===== config.mk =====
export PLATFORM = sky130hd
export DESIGN_NAME = vrpsm_top
export DESIGN_NICKNAME = d
export VERILOG_FILES = /design/src/verilog/vrpsm_top.v
export VERILOG_INCLUDE_DIRS = /design/src /design/src/verilog
export SDC_FILE = /design/constraint.sdc
export NUM_CORES = 1
export LEC_CHECK = 0
export BUFFER_PORTS_ARGS = -buffer_cell sky130_fd_sc_hd__buf_4
export CAP_MARGIN = 30
export CORE_MARGIN = 3
export CORE_UTILIZATION = 40
export DETAILED_ROUTE_END_ITERATION = 10
export HOLD_SLACK_MARGIN = 0.02
export PLACE_DENSITY = 0.66
export REMOVE_ABC_BUFFERS = 1
export SYNTH_ARGS = -nofsm -noshare
export SYNTH_HDL_FRONTEND = slang
export SYNTH_SLANG_ARGS = --single-unit

===== constraint.sdc =====
create_clock -name clk -period 51.3 [get_ports clk]
set_clock_uncertainty 0.2 [all_clocks]
set_input_delay 2.565 -clock clk [delete_from_list [all_inputs] [get_ports clk]]
set_output_delay 2.565 -clock clk [all_outputs]
set_load 0.01 [all_outputs]

===== src/verilog/vrpsm_defines.vh =====
// constants for the voltage-regulator power state and phase manager
`ifndef VRPSM_DEFINES_VH
`define VRPSM_DEFINES_VH
// register command codes
`define VRPSM_CMD_INPUT_TURN_ON_LIMIT 8'h35
`define VRPSM_CMD_INPUT_TURN_OFF_LIMIT 8'h36
`define VRPSM_CMD_VIN_OV 8'h55
`define VRPSM_CMD_SHED 8'hc7
`define VRPSM_CMD_LOW23 8'hc8
`define VRPSM_CMD_DECAY 8'hc9
`define VRPSM_CMD_RATIO 8'hd4
`define VRPSM_CMD_PRT 8'hdc
`define VRPSM_CMD_SLEW 8'h61
`define VRPSM_CMD_STAT 8'he0
// reset values (plain defaults)
`define VRPSM_RST_INPUT_TURN_ON_LIMIT 16'h0030
`define VRPSM_RST_INPUT_TURN_OFF_LIMIT 16'h0028
`define VRPSM_RST_VIN_OV 16'h0050
`define VRPSM_RST_SHED 16'h2408
`define VRPSM_RST_DECAY 16'h0001
`define VRPSM_RST_RATIO 16'h0040
`define VRPSM_RST_SLEW 16'h0000
// field positions
`define VRPSM_PRT_OV_RETRY 7
`define VRPSM_SHED_HYST_LO 12
`define VRPSM_SHED_DCM_HI 11
`define VRPSM_SHED_DCM_LO 6
`define VRPSM_SHED_ONE_HI 5
// decay modes
`define VRPSM_DECAY_NEVER 2'b00
`define VRPSM_DECAY_FIRST 2'b01
`define VRPSM_DECAY_BOTH 2'b10
// timing: 50 ns step unit at 25 ns clock
`define VRPSM_STEP_NS 50
`define VRPSM_CLK_NS 25
// clocks per 50 ns step unit, a plain number so it can follow a size prefix
`define VRPSM_STEP_CYC 2
// completion packet length in clocks
`define VRPSM_PKT_LEN 8'h08
`define VRPSM_SLEW_ADD 3
`define VRPSM_OVERSHOOT 8'h04
`define VRPSM_RATIO_SHIFT 10
`define VRPSM_VIN_FRAC 2
// power states
`define VRPSM_PS_FULL 2'b00
`define VRPSM_PS_ONESYNC 2'b01
`define VRPSM_PS_ONEDE 2'b10
`endif


===== src/verilog/vrpsm_top.v =====
// control logic of a voltage-regulator power state and phase manager
// How it works
// - send ramp done packet after upward ramp
// - overshoot target few codes, then fall back
// - low-pass filter reference during downward ramp
// - inactive light-load bits: slew down at rate
// - active light-load bits: decay, step reference down
// - decay field selects trigger: never, first, both
// - full state runs all phases in CCM
// - first light-load: one synchronous phase, others tri-state
// - second light-load: one diode-emulation phase
// - ramp forces full; new state after settling
// - unforced: pick phases from current thresholds
// - four-bit hysteresis on shedding thresholds
// - ramp, window trip, phase overcurrent force full
// - per-phase on-time trim with current offset
// - 5ns base, sigma-delta fine pulse refinement
// - input voltage from divider ratio over 1024
// - below off limit: stop, tri-state outputs
// - restart when above on limit
// - on/off limits programmable, quarter-volt steps
// - latch-off mode latches on input overvoltage
// - auto-retry mode restarts below overvoltage limit
// - protection bit 7 selects overvoltage mode
// - down slew period (count plus 3) x 50ns
// - processor ramps only after supply good
`timescale 1ns/100ps
`include "vrpsm_defines.vh"
module vrpsm_top (
  // clock and reset
  input wire clk,
  input wire reset_n,
  // processor link, pins
  input wire vid_strobe,
  input wire [7:0] vid_code,
  input wire light_load_bit_first_n,
  input wire light_load_bit_second_n,
  input wire supply_good_input,
  output reg telemetry_line,
  // configuration port
  input wire cfg_wr,
  input wire cfg_rd,
  input wire [7:0] cfg_cmd,
  input wire [15:0] cfg_wdata,
  output reg [15:0] cfg_rdata,
  // sensed values from converters, same clock
  input wire [11:0] input_sense_pin,
  input wire [11:0] load_current,
  input wire [11:0] phase_current_0,
  input wire [11:0] phase_current_1,
  input wire [11:0] phase_current_ref,
  input wire [11:0] phase_limit,
  input wire [5:0] phase_offset_0,
  input wire [5:0] phase_offset_1,
  input wire fb_window_trip,
  // power stage control
  output reg [7:0] reference_dac,
  output reg [1:0] power_state,
  output reg [1:0] phase_enable_n,
  output reg [1:0] pulse_oe_n,
  output reg regulating,
  output reg [7:0] ontime_trim_0,
  output reg [7:0] ontime_trim_1,
  output reg [1:0] fine_pulse
);
  // ramp states
  localparam RS_IDLE = 3'd0;
  localparam RS_UP = 3'd1;
  localparam RS_FALL = 3'd2;
  localparam RS_DOWN = 3'd3;
  localparam RS_DECAY = 3'd4;
  // ramp engine overview:
  // - idle holds the reference at the last accepted target
  // - up walks one code per step period and runs past the target
  //   by a few codes, so the output lands inside its band sooner
  // - fall snaps back to the target in one clock and starts the
  //   completion packet on the telemetry line
  // - down walks one code per step period; the dac follows a
  //   low-pass copy of the reference to limit the end undershoot
  // - decay jumps the reference to the target at once and lets
  //   the load discharge the output on its own
  // a new accepted code always restarts the engine from the
  // present reference, so a late code cuts a running ramp short
  // limitation: target plus overshoot is an 8-bit sum, so a target of fc or above
  // wraps it and the ramp ends its walk early and snaps to the target with no overshoot

  // pin synchronisers
  reg [2:0] strb_s1_q, strb_s2_q;
  reg [7:0] vid_s1_q, vid_s2_q;
  reg [1:0] psi_s1_q, psi_s2_q;
  reg good_s1_q, good_s2_q;
  reg strb_prev_q;

  // configuration registers
  reg [15:0] von_q, voff_q, vov_q, shed_q, low23_q, decay_q, ratio_q, prt_q, slew_q;
  // ramp engine
  reg [2:0] rs_q;
  reg [7:0] target_q, ref_q, filt_q;
  reg [12:0] step_cnt_q;
  reg [7:0] pkt_cnt_q;
  // protection
  reg ov_latch_q;
  reg [21:0] vin_q;
  // shedding and sigma-delta accumulators
  reg [1:0] auto_ps_q;
  reg [7:0] sd_acc0_q, sd_acc1_q;

  // synchronisers: first stage read only by second stage
  always @(posedge clk or negedge reset_n) begin
    if (!reset_n) begin
      strb_s1_q <= 3'h0;
      strb_s2_q <= 3'h0;
      vid_s1_q <= 8'h00;
      vid_s2_q <= 8'h00;
      psi_s1_q <= 2'h3;
      psi_s2_q <= 2'h3;
      good_s1_q <= 1'b0;
      good_s2_q <= 1'b0;
      strb_prev_q <= 1'b0;
    end else begin
      strb_s1_q <= {2'h0, vid_strobe};
      strb_s2_q <= strb_s1_q;
      vid_s1_q <= vid_code;
      vid_s2_q <= vid_s1_q;
      psi_s1_q <= {light_load_bit_second_n, light_load_bit_first_n};
      psi_s2_q <= psi_s1_q;
      good_s1_q <= supply_good_input;
      good_s2_q <= good_s1_q;
      strb_prev_q <= strb_s2_q[0];
    end
  end

  wire new_cmd = strb_s2_q[0] & ~strb_prev_q & good_s2_q;
  wire psi0 = ~psi_s2_q[0];
  wire psi1 = ~psi_s2_q[1];
  // decay trigger by config field
  reg decay_ok;
  always @* begin
    case (decay_q[1:0])
      `VRPSM_DECAY_FIRST: decay_ok = psi0;
      `VRPSM_DECAY_BOTH: decay_ok = psi0 & psi1;
      default: decay_ok = 1'b0; // never decays
    endcase
  end

  // register writes and reads
  always @(posedge clk or negedge reset_n) begin
    if (!reset_n) begin
      von_q <= `VRPSM_RST_INPUT_TURN_ON_LIMIT;
      voff_q <= `VRPSM_RST_INPUT_TURN_OFF_LIMIT;
      vov_q <= `VRPSM_RST_VIN_OV;
      shed_q <= `VRPSM_RST_SHED;
      low23_q <= 16'h0000;
      decay_q <= `VRPSM_RST_DECAY;
      ratio_q <= `VRPSM_RST_RATIO;
      prt_q <= 16'h0000;
      slew_q <= `VRPSM_RST_SLEW;
      cfg_rdata <= 16'h0000;
    end else begin
      if (cfg_wr) begin
        case (cfg_cmd)
          `VRPSM_CMD_INPUT_TURN_ON_LIMIT: von_q <= cfg_wdata;
          `VRPSM_CMD_INPUT_TURN_OFF_LIMIT: voff_q <= cfg_wdata;
          `VRPSM_CMD_VIN_OV: vov_q <= cfg_wdata;
          `VRPSM_CMD_SHED: shed_q <= cfg_wdata;
          `VRPSM_CMD_LOW23: low23_q <= cfg_wdata;
          `VRPSM_CMD_DECAY: decay_q <= cfg_wdata;
          `VRPSM_CMD_RATIO: ratio_q <= cfg_wdata;
          `VRPSM_CMD_PRT: prt_q <= cfg_wdata;
          `VRPSM_CMD_SLEW: slew_q <= {5'h00, cfg_wdata[10:0]};
          default: ;
        endcase
      end
      if (cfg_rd) begin
        case (cfg_cmd)
          `VRPSM_CMD_INPUT_TURN_ON_LIMIT: cfg_rdata <= von_q;
          `VRPSM_CMD_INPUT_TURN_OFF_LIMIT: cfg_rdata <= voff_q;
          `VRPSM_CMD_VIN_OV: cfg_rdata <= vov_q;
          `VRPSM_CMD_SHED: cfg_rdata <= shed_q;
          `VRPSM_CMD_LOW23: cfg_rdata <= low23_q;
          `VRPSM_CMD_DECAY: cfg_rdata <= decay_q;
          `VRPSM_CMD_RATIO: cfg_rdata <= ratio_q;
          `VRPSM_CMD_PRT: cfg_rdata <= prt_q;
          `VRPSM_CMD_SLEW: cfg_rdata <= slew_q;
          `VRPSM_CMD_STAT: cfg_rdata <= {ov_latch_q, regulating, rs_q, power_state, auto_ps_q, target_q[6:0]};
          default: cfg_rdata <= 16'h0000; // unknown codes read zero
        endcase
      end
    end
  end

  // input voltage in quarter volts: sense * 1024 / ratio
  // the divide is combinational and wide; it is cheap enough here
  // since the sense value changes slowly, but it is the longest
  // path of the block and would be pipelined at a faster clock
  // a zero ratio is read as one, so a blank register cannot make
  // the divider produce an undefined quotient
  // only the low 16 bits of the quotient are compared; a quotient
  // above that range wraps, so the ratio must suit the divider
  wire [15:0] ratio_nz = (ratio_q == 16'h0000) ? 16'h0001 : ratio_q;
  wire [21:0] vin_full = {input_sense_pin, 10'h000} / {6'h00, ratio_nz};
  wire [15:0] vin_qv = vin_full[15:0];
  wire uv_off = vin_qv < voff_q;
  wire uv_on = vin_qv > von_q;
  wire ov_hit = vin_qv > vov_q;

  // input protection: undervoltage and overvoltage
  // shutdown wins over restart in the same clock, so a supply
  // that sits between the two limits never chatters the stage
  // the latch-off flag has no clear path: only reset ends it
  always @(posedge clk or negedge reset_n) begin
    if (!reset_n) begin
      regulating <= 1'b0;
      ov_latch_q <= 1'b0;
      vin_q <= 22'h000000;
    end else begin
      vin_q <= vin_full;
      if (ov_hit && !prt_q[`VRPSM_PRT_OV_RETRY])
        ov_latch_q <= 1'b1; // latch-off needs reset
      if (uv_off || ov_hit || ov_latch_q)
        regulating <= 1'b0; // stop at once
      else if (uv_on)
        regulating <= 1'b1; // restart above on limit
    end
  end

  // step period: (count + 3) steps of 50 ns
  // largest period is (2047 + 3) * 2 = 4100 clocks, inside 13 bits
  wire [12:0] step_len = ({2'h0, slew_q[10:0]} + 13'd`VRPSM_SLEW_ADD) * 13'd`VRPSM_STEP_CYC;
  wire step_tick = (step_cnt_q == 13'h0000);

  // reference ramp engine
  always @(posedge clk or negedge reset_n) begin
    if (!reset_n) begin
      rs_q <= RS_IDLE;
      target_q <= 8'h00;
      ref_q <= 8'h00;
      filt_q <= 8'h00;
      step_cnt_q <= 13'h0000;
      pkt_cnt_q <= 8'h00;
    end else begin
      step_cnt_q <= (step_tick || new_cmd) ? step_len - 13'd1 : step_cnt_q - 13'd1;
      // downward reference is smoothed
      filt_q <= (rs_q == RS_DOWN) ? filt_q - (filt_q >> 2) + (ref_q >> 2) : ref_q;
      pkt_cnt_q <= (pkt_cnt_q != 8'h00) ? pkt_cnt_q - 8'd1 : 8'h00;
      if (new_cmd) begin
        target_q <= vid_s2_q;
        if (vid_s2_q > ref_q)
          rs_q <= RS_UP;
        else if (vid_s2_q < ref_q)
          rs_q <= decay_ok ? RS_DECAY : RS_DOWN;
      end else begin
        case (rs_q)
          RS_UP: if (step_tick) begin
            if (ref_q >= target_q + `VRPSM_OVERSHOOT || ref_q == 8'hff)
              rs_q <= RS_FALL; // overshoot a few codes
            else
              ref_q <= ref_q + 8'd1;
          end
          RS_FALL: begin
            ref_q <= target_q;
            rs_q <= RS_IDLE;
            pkt_cnt_q <= `VRPSM_PKT_LEN; // completion packet
          end
          RS_DOWN: if (step_tick) begin
            if (ref_q <= target_q)
              rs_q <= RS_IDLE;
            else
              ref_q <= ref_q - 8'd1; // slew rate stepping
          end
          RS_DECAY: begin
            ref_q <= target_q; // dac steps straight down
            rs_q <= RS_IDLE;
          end
          default: rs_q <= RS_IDLE;
        endcase
      end
    end
  end

  // auto shedding with hysteresis
  // thresholds are six-bit fields scaled by 64 current units
  // going up in phase count needs only the plain threshold;
  // going down needs the load plus the hysteresis below it,
  // so a steady load between the two keeps the present state
  // any forcing condition overrides the load comparison and is
  // checked first, so the rail never sheds during a ramp
  wire [5:0] thr_dcm = shed_q[`VRPSM_SHED_DCM_HI:`VRPSM_SHED_DCM_LO];
  wire [5:0] thr_one = shed_q[`VRPSM_SHED_ONE_HI:0];
  wire [11:0] hyst = {8'h00, shed_q[15:`VRPSM_SHED_HYST_LO]};
  wire [11:0] one_hi = {thr_one, 6'h00};
  wire [11:0] dcm_hi = {thr_dcm, 6'h00};
  wire over_lim = (phase_current_0 > phase_limit) || (phase_current_1 > phase_limit);
  wire force_full = (rs_q != RS_IDLE) || fb_window_trip || over_lim;
  always @(posedge clk or negedge reset_n) begin
    if (!reset_n)
      auto_ps_q <= `VRPSM_PS_FULL;
    else if (force_full)
      auto_ps_q <= `VRPSM_PS_FULL;
    else if (load_current > one_hi)
      auto_ps_q <= `VRPSM_PS_FULL; // up at once
    else if (load_current + hyst < dcm_hi)
      auto_ps_q <= `VRPSM_PS_ONEDE;
    else if (load_current + hyst < one_hi && auto_ps_q == `VRPSM_PS_FULL)
      auto_ps_q <= `VRPSM_PS_ONESYNC;
    else if (load_current > dcm_hi && auto_ps_q == `VRPSM_PS_ONEDE)
      auto_ps_q <= `VRPSM_PS_ONESYNC;
  end

  // power state selection and pin outputs
  // forced light-load bits from the processor beat the automatic
  // choice, but a running ramp beats both and keeps full phase
  // the pin enables follow the state one clock later, since they
  // are decoded from the registered state
  always @(posedge clk or negedge reset_n) begin
    if (!reset_n) begin
      power_state <= `VRPSM_PS_FULL;
      phase_enable_n <= 2'h3;
      pulse_oe_n <= 2'h3;
      reference_dac <= 8'h00;
      telemetry_line <= 1'b0;
    end else begin
      reference_dac <= filt_q;
      telemetry_line <= (pkt_cnt_q != 8'h00);
      if (force_full)
        power_state <= `VRPSM_PS_FULL;
      else if (psi1)
        power_state <= `VRPSM_PS_ONEDE;
      else if (psi0)
        power_state <= `VRPSM_PS_ONESYNC;
      else
        power_state <= auto_ps_q;
      if (!regulating) begin
        pulse_oe_n <= 2'h3; // all tri-state
        phase_enable_n <= 2'h3;
      end else if (power_state == `VRPSM_PS_FULL) begin
        pulse_oe_n <= 2'h0;
        phase_enable_n <= 2'h0;
      end else begin
        pulse_oe_n <= 2'h2; // one phase only
        phase_enable_n <= 2'h2;
      end
    end
  end

  // current balance trim and sigma-delta fine bits
  // each trim moves one count per clock toward its own reference,
  // which is slow next to the voltage loop on purpose: the
  // balance loop must not fight the output regulation
  // trims saturate at both ends instead of wrapping
  wire [12:0] ref0 = {1'b0, phase_current_ref} + {7'h00, phase_offset_0};
  wire [12:0] ref1 = {1'b0, phase_current_ref} + {7'h00, phase_offset_1};
  always @(posedge clk or negedge reset_n) begin
    if (!reset_n) begin
      ontime_trim_0 <= 8'h80;
      ontime_trim_1 <= 8'h80;
      sd_acc0_q <= 8'h00;
      sd_acc1_q <= 8'h00;
      fine_pulse <= 2'h0;
    end else begin
      if ({1'b0, phase_current_0} < ref0 && ontime_trim_0 != 8'hff)
        ontime_trim_0 <= ontime_trim_0 + 8'd1;
      else if ({1'b0, phase_current_0} > ref0 && ontime_trim_0 != 8'h00)
        ontime_trim_0 <= ontime_trim_0 - 8'd1;
      if ({1'b0, phase_current_1} < ref1 && ontime_trim_1 != 8'hff)
        ontime_trim_1 <= ontime_trim_1 + 8'd1;
      else if ({1'b0, phase_current_1} > ref1 && ontime_trim_1 != 8'h00)
        ontime_trim_1 <= ontime_trim_1 - 8'd1;
      // low bits dithered over 5 ns slots
      {fine_pulse[0], sd_acc0_q} <= {1'b0, sd_acc0_q} + {1'b0, 2'h0, ontime_trim_0[5:0]};
      {fine_pulse[1], sd_acc1_q} <= {1'b0, sd_acc1_q} + {1'b0, 2'h0, ontime_trim_1[5:0]};
    end
  end
endmodule // vrpsm_top


-- Word-level counts from Yosys, hierarchy flattened
Index checks and enable logic that the tools add are counted.
- register bits: 279
- latch bits: 0
- RAM bits: 0
- memory bits (read-only): 0
- input port bits: 125
- output and inout port bits: 50
- memories: 0
- $add $sub $neg: 18
- multipliers: 0
- divide/modulo/power cells: 1
- order comparisons: 17
- eq/ne operators: 29
- shift operators: 0
- mux-type cells: 38
- bitwise gates (word level): 7
- reduce and logical (&&, ||, !) cells: 40
- operator list (cell ; number):
    $pmux W16 S10 ; 1
    $mux W8 ; 12
    $eq A8 B8 Y1 const B ; 7
    $gt A12 B12 Y1 ; 4
    $gt A16 B16 Y1 ; 2
    $sub A8 B1 Y8 const B ; 4
    $add A12 B6 Y13 ; 2
    $gt A12 B13 Y1 ; 2
    $lt A12 B13 Y1 ; 2
    $sub A13 B1 Y13 const B ; 2
    $add A8 B1 Y8 const B ; 3
    $lt A12 B12 Y1 ; 2
    $mux W3 ; 8
    $pmux W8 S3 ; 1
    $reduce_bool A8 Y1 ; 3
    $div A22 B16 Y22 ; 1
    $mux W2 ; 10
    $add A8 B6 Y9 ; 2
    $reduce_and A2 Y1 ; 9
    $eq A8 B6 Y1 const B ; 2
    $eq A8 B7 Y1 const B ; 2
    $logic_not A16 Y1 ; 1
    $lt A16 B16 Y1 ; 1
    $mux W16 ; 1
    36 further kinds ; 66

-- Longest topological paths before layout
Gate-level depths: netlist of run 1.
- depth in word-level cells: 7
- gate-level depth with buffers: 235
- depth with buffers taken out: 219

-- Least setup slack after synthesis of run 1
OpenSTA, ideal clock, no wires.
- path kind: input port to flip-flop
- start point: in input_sense_pin[11]
- end point: reg regulating
- arrival: 45.827 ns
- setup slack: 5.191 ns
- stages on the path: 212
- buffers on the path: 21
- cell sequence: ha_1 -> o21bai_1 -> o31ai_1 -> o41ai_1 -> ha_1 -> or4b_2 -> o211ai_1 -> or3_1 -> nand2_1 -> ha_1 -> a21oi_1 -> nand2_1 -> and3_1 -> o31a_1 -> ha_1 -> o21a_1 -> o211ai_1 -> or3_1 -> [176 not listed] -> and3b_1 -> ha_1 -> nor2b_1 -> o21ai_0 -> nand2b_1 -> a21oi_1 -> nor2b_1 -> o21ai_0 -> nand2b_1 -> a21oi_1 -> nor2b_1 -> o21ai_0 -> nand2_1 -> a21oi_1 -> nor2b_1 -> o22ai_1 -> o211ai_1 -> a31oi_1
- word-level cells in the longest chain between the ends: 5
- ends and longest elaborated chain (what ; RTL line ; source):
    from (decl) ; vrpsm_top.v:47 ; input wire [11:0] input_sense_pin,
    $div A22 B16 Y22 (*) ; vrpsm_top.v:201 ; wire [21:0] vin_full = {input_sense_pin, 10'h000} / {6'h00, ratio_nz};
    $lt A16 B16 Y1 or $gt A16 B16 Y1 (tied branches) ; vrpsm_top.v:203, vrpsm_top.v:205 ;
    $logic_or A1 B1 Y1 (2 in a row) ; vrpsm_top.v:220 ; if (uv_off || ov_hit || ov_latch_q)
    $mux W1 or $reduce_bool A2 Y1 (tied branches) ; -- ;
    to (signal assigned) ; vrpsm_top.v:213 ; regulating <= 1'b0;
    to (signal assigned) ; vrpsm_top.v:221 ; regulating <= 1'b0;
    to (signal assigned) ; vrpsm_top.v:223 ; regulating <= 1'b1;
    to (decl) ; vrpsm_top.v:61 ; output reg regulating,
Mark *: on every way between the ends. The rest lies on a longest branch, timed or not.
A chain may end at the register's enable or synchronous reset.

-- Worst setup path after layout of run 1
- start point: reg ratio_q[7]
- end point: reg regulating
- word-level cells in the longest chain between the ends: 7
- ends and longest elaborated chain (what ; RTL line ; source):
    from (decl) ; vrpsm_top.v:95 ; reg [15:0] von_q, voff_q, vov_q, shed_q, low23_q, decay_q, ratio_q, prt_q, slew_q;
    from (signal assigned) ; vrpsm_top.v:155 ; ratio_q <= `VRPSM_RST_RATIO;
    from (signal assigned) ; vrpsm_top.v:168 ; `VRPSM_CMD_RATIO: ratio_q <= cfg_wdata;
    $logic_not A16 Y1 ; vrpsm_top.v:200 ; wire [15:0] ratio_nz = (ratio_q == 16'h0000) ? 16'h0001 : ratio_q;
    $mux W16 (*) ; vrpsm_top.v:200 ;
    $div A22 B16 Y22 (*) ; vrpsm_top.v:201 ;
    $lt A16 B16 Y1 or $gt A16 B16 Y1 (tied branches) ; vrpsm_top.v:203, vrpsm_top.v:205 ;
    $logic_or A1 B1 Y1 (2 in a row) ; vrpsm_top.v:220 ;
    $mux W1 or $reduce_bool A2 Y1 (tied branches) ; -- ;
Marked as above.

==> impl_metrics.yaml, run 1 <==
status:
  status: "completed"
grt:
  antenna_found_initial: 5
  grt_pass1_wl_um: 150600
  grt_overflow: 0
  grt_max_degree: 147
  grt_pass1_vias: 27010
  grt_usage_pct: 22.89
sta:
  setup_viol: 0
  timing.slew.headroom_pct: 31.64
  fmax_mhz: 20.82
  hold_viol: 0
  slew_viol_final: 0
  post-route-min-period_ns: 48.04
  min_period_over_period_pct: 93.64
  tightest_slew_ns: 1.016
yosys:
  synth_cell_types: 101
  synthMuxAreaShare_pct: 9.639
  synth_top_family_by_area: "compound AO/OA/AOI/OAI gates"
  synth_compound_area_share_pct: 21.96
  synth_top_flop_cell: "dfrtp_1"
  syn_area_um2: 30720
  avgSynthCellArea_um2: 8.597
  postSynth.asyncResetShare_pct: 100.0
  syn_inst: 3574
  synthAdderAreaFrac_pct: 18.14
  ys_top_cells_by_area: "dfrtp_1 (21%), ha_1 (17%), mux2_2 (8.1%)"
  synth_edf_count: 0
  yosys_register_bits: 279
  synth_top_area_cell: "dfrtp_1"
  synth-simple-area-share_pct: 16.26
  ys_warn_count: 0
  synth_xor_xnor_area_share_pct: 6.899
  synth_top_area_share_pct: 21.18
  ys_seq_area_share_pct: 22.80
setup_path:
  worstSetupStartpointType: "flop"
  cp_top_family: "compound AO/OA/AOI/OAI gates"
  critPathMaxFanout: 21
  critical_path_depth: 211
  cp_common_cell: "ha_1"
  ff2ff_path_depth: 211
  cp.required_ns: 51.58
  max_stage_delay_ns: 0.68
  crit_type: "flop to flop"
  critPathBufInv: 25
  cp.arrival_ns: 48.31
  critPathCaptureType: "flop"
  crit_slowest_cell: "or4_4"
drt:
  first_iter_violations: 2326
  vias_per_cell: 5.865
  drc_errors: 0
  drt-total-wl_um: 95940
  ant_nets: 0
  firstDrtPassIters: 6
  vias: 28130
  wl_per_cell_um: 20.01
clock_tree:
  numClockSinks: 279
  clockBufferDepth: 3
  insertion_delay_ns: 0.56
  clkTransAtPathRegs_ns: 0.06
  ctsRootBufferMaster: "clkbuf_16"
  hold_buffers: 0
  cts_tree: "done"
  htreeDepth: 1
  cts-buffers-inserted: 30
floorplan:
  num_rows: 100
  core-area_um2: 75320
  start_util_pct: 40.79
  fp.dieW_um: 283.2
  dieHeight_um: 283.2
  pin_count: 175
  die-area_um2: 80170
min_path:
  hold_depth: 0
  hold_class: "flop to flop"
cells_and_area:
  area_delta_synth_final_pct: 12.97
  drive_gt1_share_pct: 16.91
  layout.nets: 4310
  final_cell_count_no_fill: 4795
place:
  gp_congestion: 0.9777
  hpwl_um: 74800
  numPortBuffers: 174
  dp_cells: 4717
job:
  cap_violations: 0
## flip-flops by register name (all words and copies together), names as in the netlist, 11 cells and up
signal	cells
voff_q	16
slew_q	11
ratio_q	16
decay_q	16
step_cnt_q	13
shed_q	16
von_q	16
prt_q	16
low23_q	16
vov_q	16
cfg_rdata	16
## cells in the mapped netlist (15+ instances only)
cell type and number:
o21bai_1 35, a211oi_1 24, or3_1 32, a22oi_1 48, or2_2 24, a221oi_1 30, a211o_1 15, ha_1 423
o31ai_1 18, dfrtp_1 260, o211ai_1 33, nand2_1 234, a21oi_1 256, dfstp_2 19, xor2_1 94, mux2i_1 29
nand4_1 63, nor2_1 246, nand3_1 69, nor3_1 80, clkbuf_1 78, a31oi_1 33, nor2b_1 59, nand2b_1 55
inv_1 240, o21ai_0 190, nor4_1 34, xnor2_1 148, mux2_2 220, o21a_1 62, a21o_1 120, and3_1 27
## routing by layer
metal | track usage [%] | share of wire [%] | vias up
met5 | 0 | 0.021 | -
met2 | 37.26 | 45 | 937
met3 | 4.172 | 7.2 | 165
li1 | - | - | 13570
met1 | 31.27 | 45 | 13450
met4 | 5.895 | 2.8 | 4
## worst reg2reg max path: cells and delay by family, from the launching register on
family,cells,cell delay [ns]
buffers and inverters,25,5.06
muxes,9,2.88
DFF,1,0.57
adders and majority gates,23,7.53
and+or+nand+nor,57,11.16
AOI/OAI and AO/OA,97,20.53
## cells in the final DEF, fill, tap and decap left out, types with 69 or more instances in the layout
cell / instances
mux2_2: 220
ha_1: 422
xor2_1: 94
buf_4: 230
nand3_1: 69
inv_1: 238
nand2_1: 233
o21ai_0: 188
a21o_1: 120
nor2_1: 244
dfrtp_1: 260
nor3_1: 78
a21oi_1: 251
xnor2_1: 148
## stage by stage
| step | cell area, um2 | setup TNS (ns) | hold WS, ns | setup WS, ns | util [%] |
|---|---|---|---|---|---|
| final | 34710 | 0 | 0.1465 | 3.265 | 46.08 |
| after global routing | 34700 | -0.03813 | 0.1520 | -0.03813 | 46.07 |
| after CTS | 34410 | 0 | 0.1483 | 0.6261 | 45.68 |
| after detailed placement | 33320 | 0 | 0.1347 | 0.4208 | 44.24 |
| after global placement | 33280 | 0 | 0.1331 | 1.565 | 44.18 |
| after floorplan | 30330 | 0 | 0.1312 | 2.325 | - |
## worst paths after layout
path / from / endpoint / slack, ns
worst max-delay path: ratio_q[7] / regulating / 3.26
worst min-delay path: vid_s1_q[5] / vid_s2_q[5] / 0.15
worst max register to register: ratio_q[7] / regulating / 3.26
worst min register to register: vid_s1_q[5] / vid_s2_q[5] / 0.15
max in group asynchronous: reset_n / prt_q[12] / 47.59
min in group asynchronous: reset_n / good_s2_q / 1.94
## logic make-up (layout without fill, tap and decap cells)
group,after synthesis,in the layout
buffers and inverters,343,539
adder cells (fa/ha/maj),437,437
XOR/XNOR,242,242
AO/OA/AOI/OAI,1012,1013
flip-flops,279,279
multiplexers,263,263
AND/OR/NAND/NOR,998,999
other,0,3
## final cells by class
cell class                 count  area, um2
antenna                        3      7.507
clock buffer                  42      907.1
clock inverter                14      176.4
fill                        7342      40610
inverter                     247      938.4
multi-input combinational   2954      22570
sequential                   279       7005
tap                         1020       1276
timing repair buffer         236       1826
## timing repair
| action | in CTS | in global routing |
|---|---|---|
| endpoints found under the setup margin | 0 | 2 |
| gates resized for setup | 0 | 35 |
| buffers inserted | 0 | 17 |
| endpoints found under the hold margin | 0 | 0 |
Power of run 1 is not shown: default switching activity piles up to over one toggle a cycle in this logic, so the estimate is an artifact.
==> run 2, diff against run 1 <==
Settings changed: ABC_AREA set to 1, TNS_END_PERCENT set to 5.
==> run 2 against run 1 <==
  * Critical path depth grew 83
  * Die area fell by 3.5%
  * Cell area fell by 4.2%
  * Via count increased by 0.98%
  * Hold slack worse by 0.0097 ns
  * Routed wire length shrank 5.2%
  * Flip-flop and latch count stayed put
  * Non-clock buffer count fell by 27
  * Largest cell class unchanged
  * Core utilization shrank 0.68 points
==> impl_metrics.yaml, run 2 <==
status:
  status: "completed"
setup_path:
  cp.required_ns: 51.62
  critPathCaptureType: "flop"
  reg2reg_setup_slack_ns: 4.95
  r2r_start: "ratio_q[15]"
  cp.arrival_ns: 46.81
  worstSetupStartpointType: "input pin"
  critPathMaxFanout: 22
  crit_slowest_cell: "ha_1"
  cp_common_cell: "nand2_1"
  startpoint: "input_sense_pin[11]"
  cp-endpoint: "regulating"
  max_stage_delay_ns: 0.46
  r2r-end: "regulating"
  crit_type: "input pin to flop"
  ff2ff_path_depth: 299
yosys:
  syn_area_um2: 29630
  yosys-top-cells-count: "nand2_1 (975), inv_1 (563), ha_1 (423)"
  postSynth.asyncResetShare_pct: 100.0
  avgSynthCellArea_um2: 7.086
  synth_top_area_cell: "dfrtp_1"
  synth_cell_types: 66
  synth.most_common_cell: "nand2_1"
  synth_top_area_share_pct: 21.96
  synth_edf_count: 0
  syn_inst: 4181
  ys_warn_count: 0
  ys_top_cells_by_area: "dfrtp_1 (22%), ha_1 (18%), nand2_1 (12%)"
  synth_top_flop_cell: "dfrtp_1"
  yosys_register_bits: 279
  ys_seq_area_share_pct: 23.65
grt:
  grt_usage_pct: 22.76
  antenna_found_initial: 1
  grt_overflow: 0
  grt_pass1_vias: 26560
  grt_pass1_wl_um: 143200
  grt_max_degree: 81
drt:
  firstDrtPassIters: 6
  ant_nets: 0
  wl_per_cell_um: 17.11
  drt-total-wl_um: 90920
  vias_per_cell: 5.344
  vias: 28400
  first_iter_violations: 2102
  drc_errors: 0
cells_and_area:
  layout_common_cells: "nand2_1 (974), inv_1 (555), ha_1 (423)"
  final_common_cell: "nand2_1"
  area_delta_synth_final_pct: 12.18
  num-fill-cells: 7410
  diodes: 0
  drive_gt1_share_pct: 10.10
  layout.nets: 4895
  final_cell_count_no_fill: 5315
sta:
  min_period_over_period_pct: 90.63
  fmax_mhz: 21.51
  tightest_slew_ns: 1.017
  setup_ws_ns: 4.807
  timing.slew.headroom_pct: 32.04
  post-route-min-period_ns: 46.49
  setup_viol: 0
  slew_viol_final: 0
  hold_viol: 0
  whs_ns: 0.1367
clock_tree:
  cts_tree: "done"
  cts-buffers-inserted: 29
  hold_buffers: 0
  ctsRootBufferMaster: "clkbuf_16"
  insertion_delay_ns: 0.59
  clockBufferDepth: 3
  numClockSinks: 279
  clkTransAtPathRegs_ns: 0.07
  htreeDepth: 1
place:
  place_ws_ns: 1.653
  numPortBuffers: 174
  gp_congestion: 0.9529
  hpwl_um: 71230
  dp_cells: 5246
job:
  cap_violations: 0
min_path:
  hold_class: "flop to flop"
floorplan:
  die-area_um2: 77370
  dieHeight_um: 278.2
  core-area_um2: 73210
  fp.dieW_um: 278.2
  start_util_pct: 40.47
  pin_count: 175
  num_rows: 99
run 2: cell types whose count changed in the layout (fill, tap and decap cells not counted), sizes merged, moves of 56 or more:
cell   before  now
nand2     236  998
xnor2     148   92
mux2      233   14
a21o      120   11
inv       244  573
o21ai     193  425
nand3      70  244
nor2b      59    1
run 2: logic make-up after synthesis:
kind of cell	synth area share [%]
XOR/XNOR	6.799
buffers and inverters	8.662
multiplexers	0.5321
AND/OR/NAND/NOR	24.66
flip-flops	23.65
adder cells (fa/ha/maj)	18.81
AO/OA/AOI/OAI	16.89
run 2: cell type report:
cell class | instances | area [um2] | share of cell area (%)
repair inverters | 2 | 12.51 | 0.03765
flip-flops and latches | 279 | 7005 | 21.08
repair buffers | 209 | 1597 | 4.804
inverters | 583 | 2223 | 6.690
multi-input cells | 3229 | 20120 | 60.55
well taps | 959 | 1200 | 3.610
clock inverters | 18 | 271.5 | 0.8169
clock buffers | 36 | 802.0 | 2.413
run 2: worst min-delay path by stage:
stage | from | endpoint | slack, ns | cells past startpoint
after floorplan | good_s1_q | good_s2_q | 0.13 | 0
after global placement | vid_s1_q[2] | vid_s2_q[2] | 0.13 | 0
after detailed placement | vid_s1_q[7] | vid_s2_q[7] | 0.13 | 0
after CTS | vid_s1_q[7] | vid_s2_q[7] | 0.14 | 0
after global routing | vid_s1_q[2] | vid_s2_q[2] | 0.14 | 0
final | vid_s1_q[7] | vid_s2_q[7] | 0.14 | 0
run 2: routing by layer:
layer | wire (um) | track usage [%] | up-vias
met1 | 41790 | 31.93 | 13060
met5 | 14 | 0 | -
met4 | 2673 | 6.390 | 2
met3 | 6764 | 3.364 | 138
li1 | - | - | 14320
met2 | 39680 | 36.48 | 883
run 2: timing repair:
item / CTS / global route
endpoints found under the setup margin: 0 / 2
gates resized for setup: 0 / 26
setup buffers: 0 / 12
run 2: metrics by stage:
| step | utilization, % | area (um2) | TNS [ns] |
|---|---|---|---|
| floorplan | - | 29250 | 0 |
| global placement | 43.62 | 31930 | 0 |
| detailed placement | 43.63 | 31940 | 0 |
| CTS | 45.10 | 33010 | 0 |
| global route | 45.40 | 33240 | -0.07221 |
| finish | 45.40 | 33240 | 0 |
run 2: critical path: cells and delay by family:
family / cells / cell delay [ns]
adder cells (fa/ha/maj): 23 / 7.46
buffers and inverters: 43 / 5.92
AND/OR/NAND/NOR: 156 / 18.17
AO/OA/AOI/OAI: 72 / 12.55
Power of run 2 is left out for the same reason.
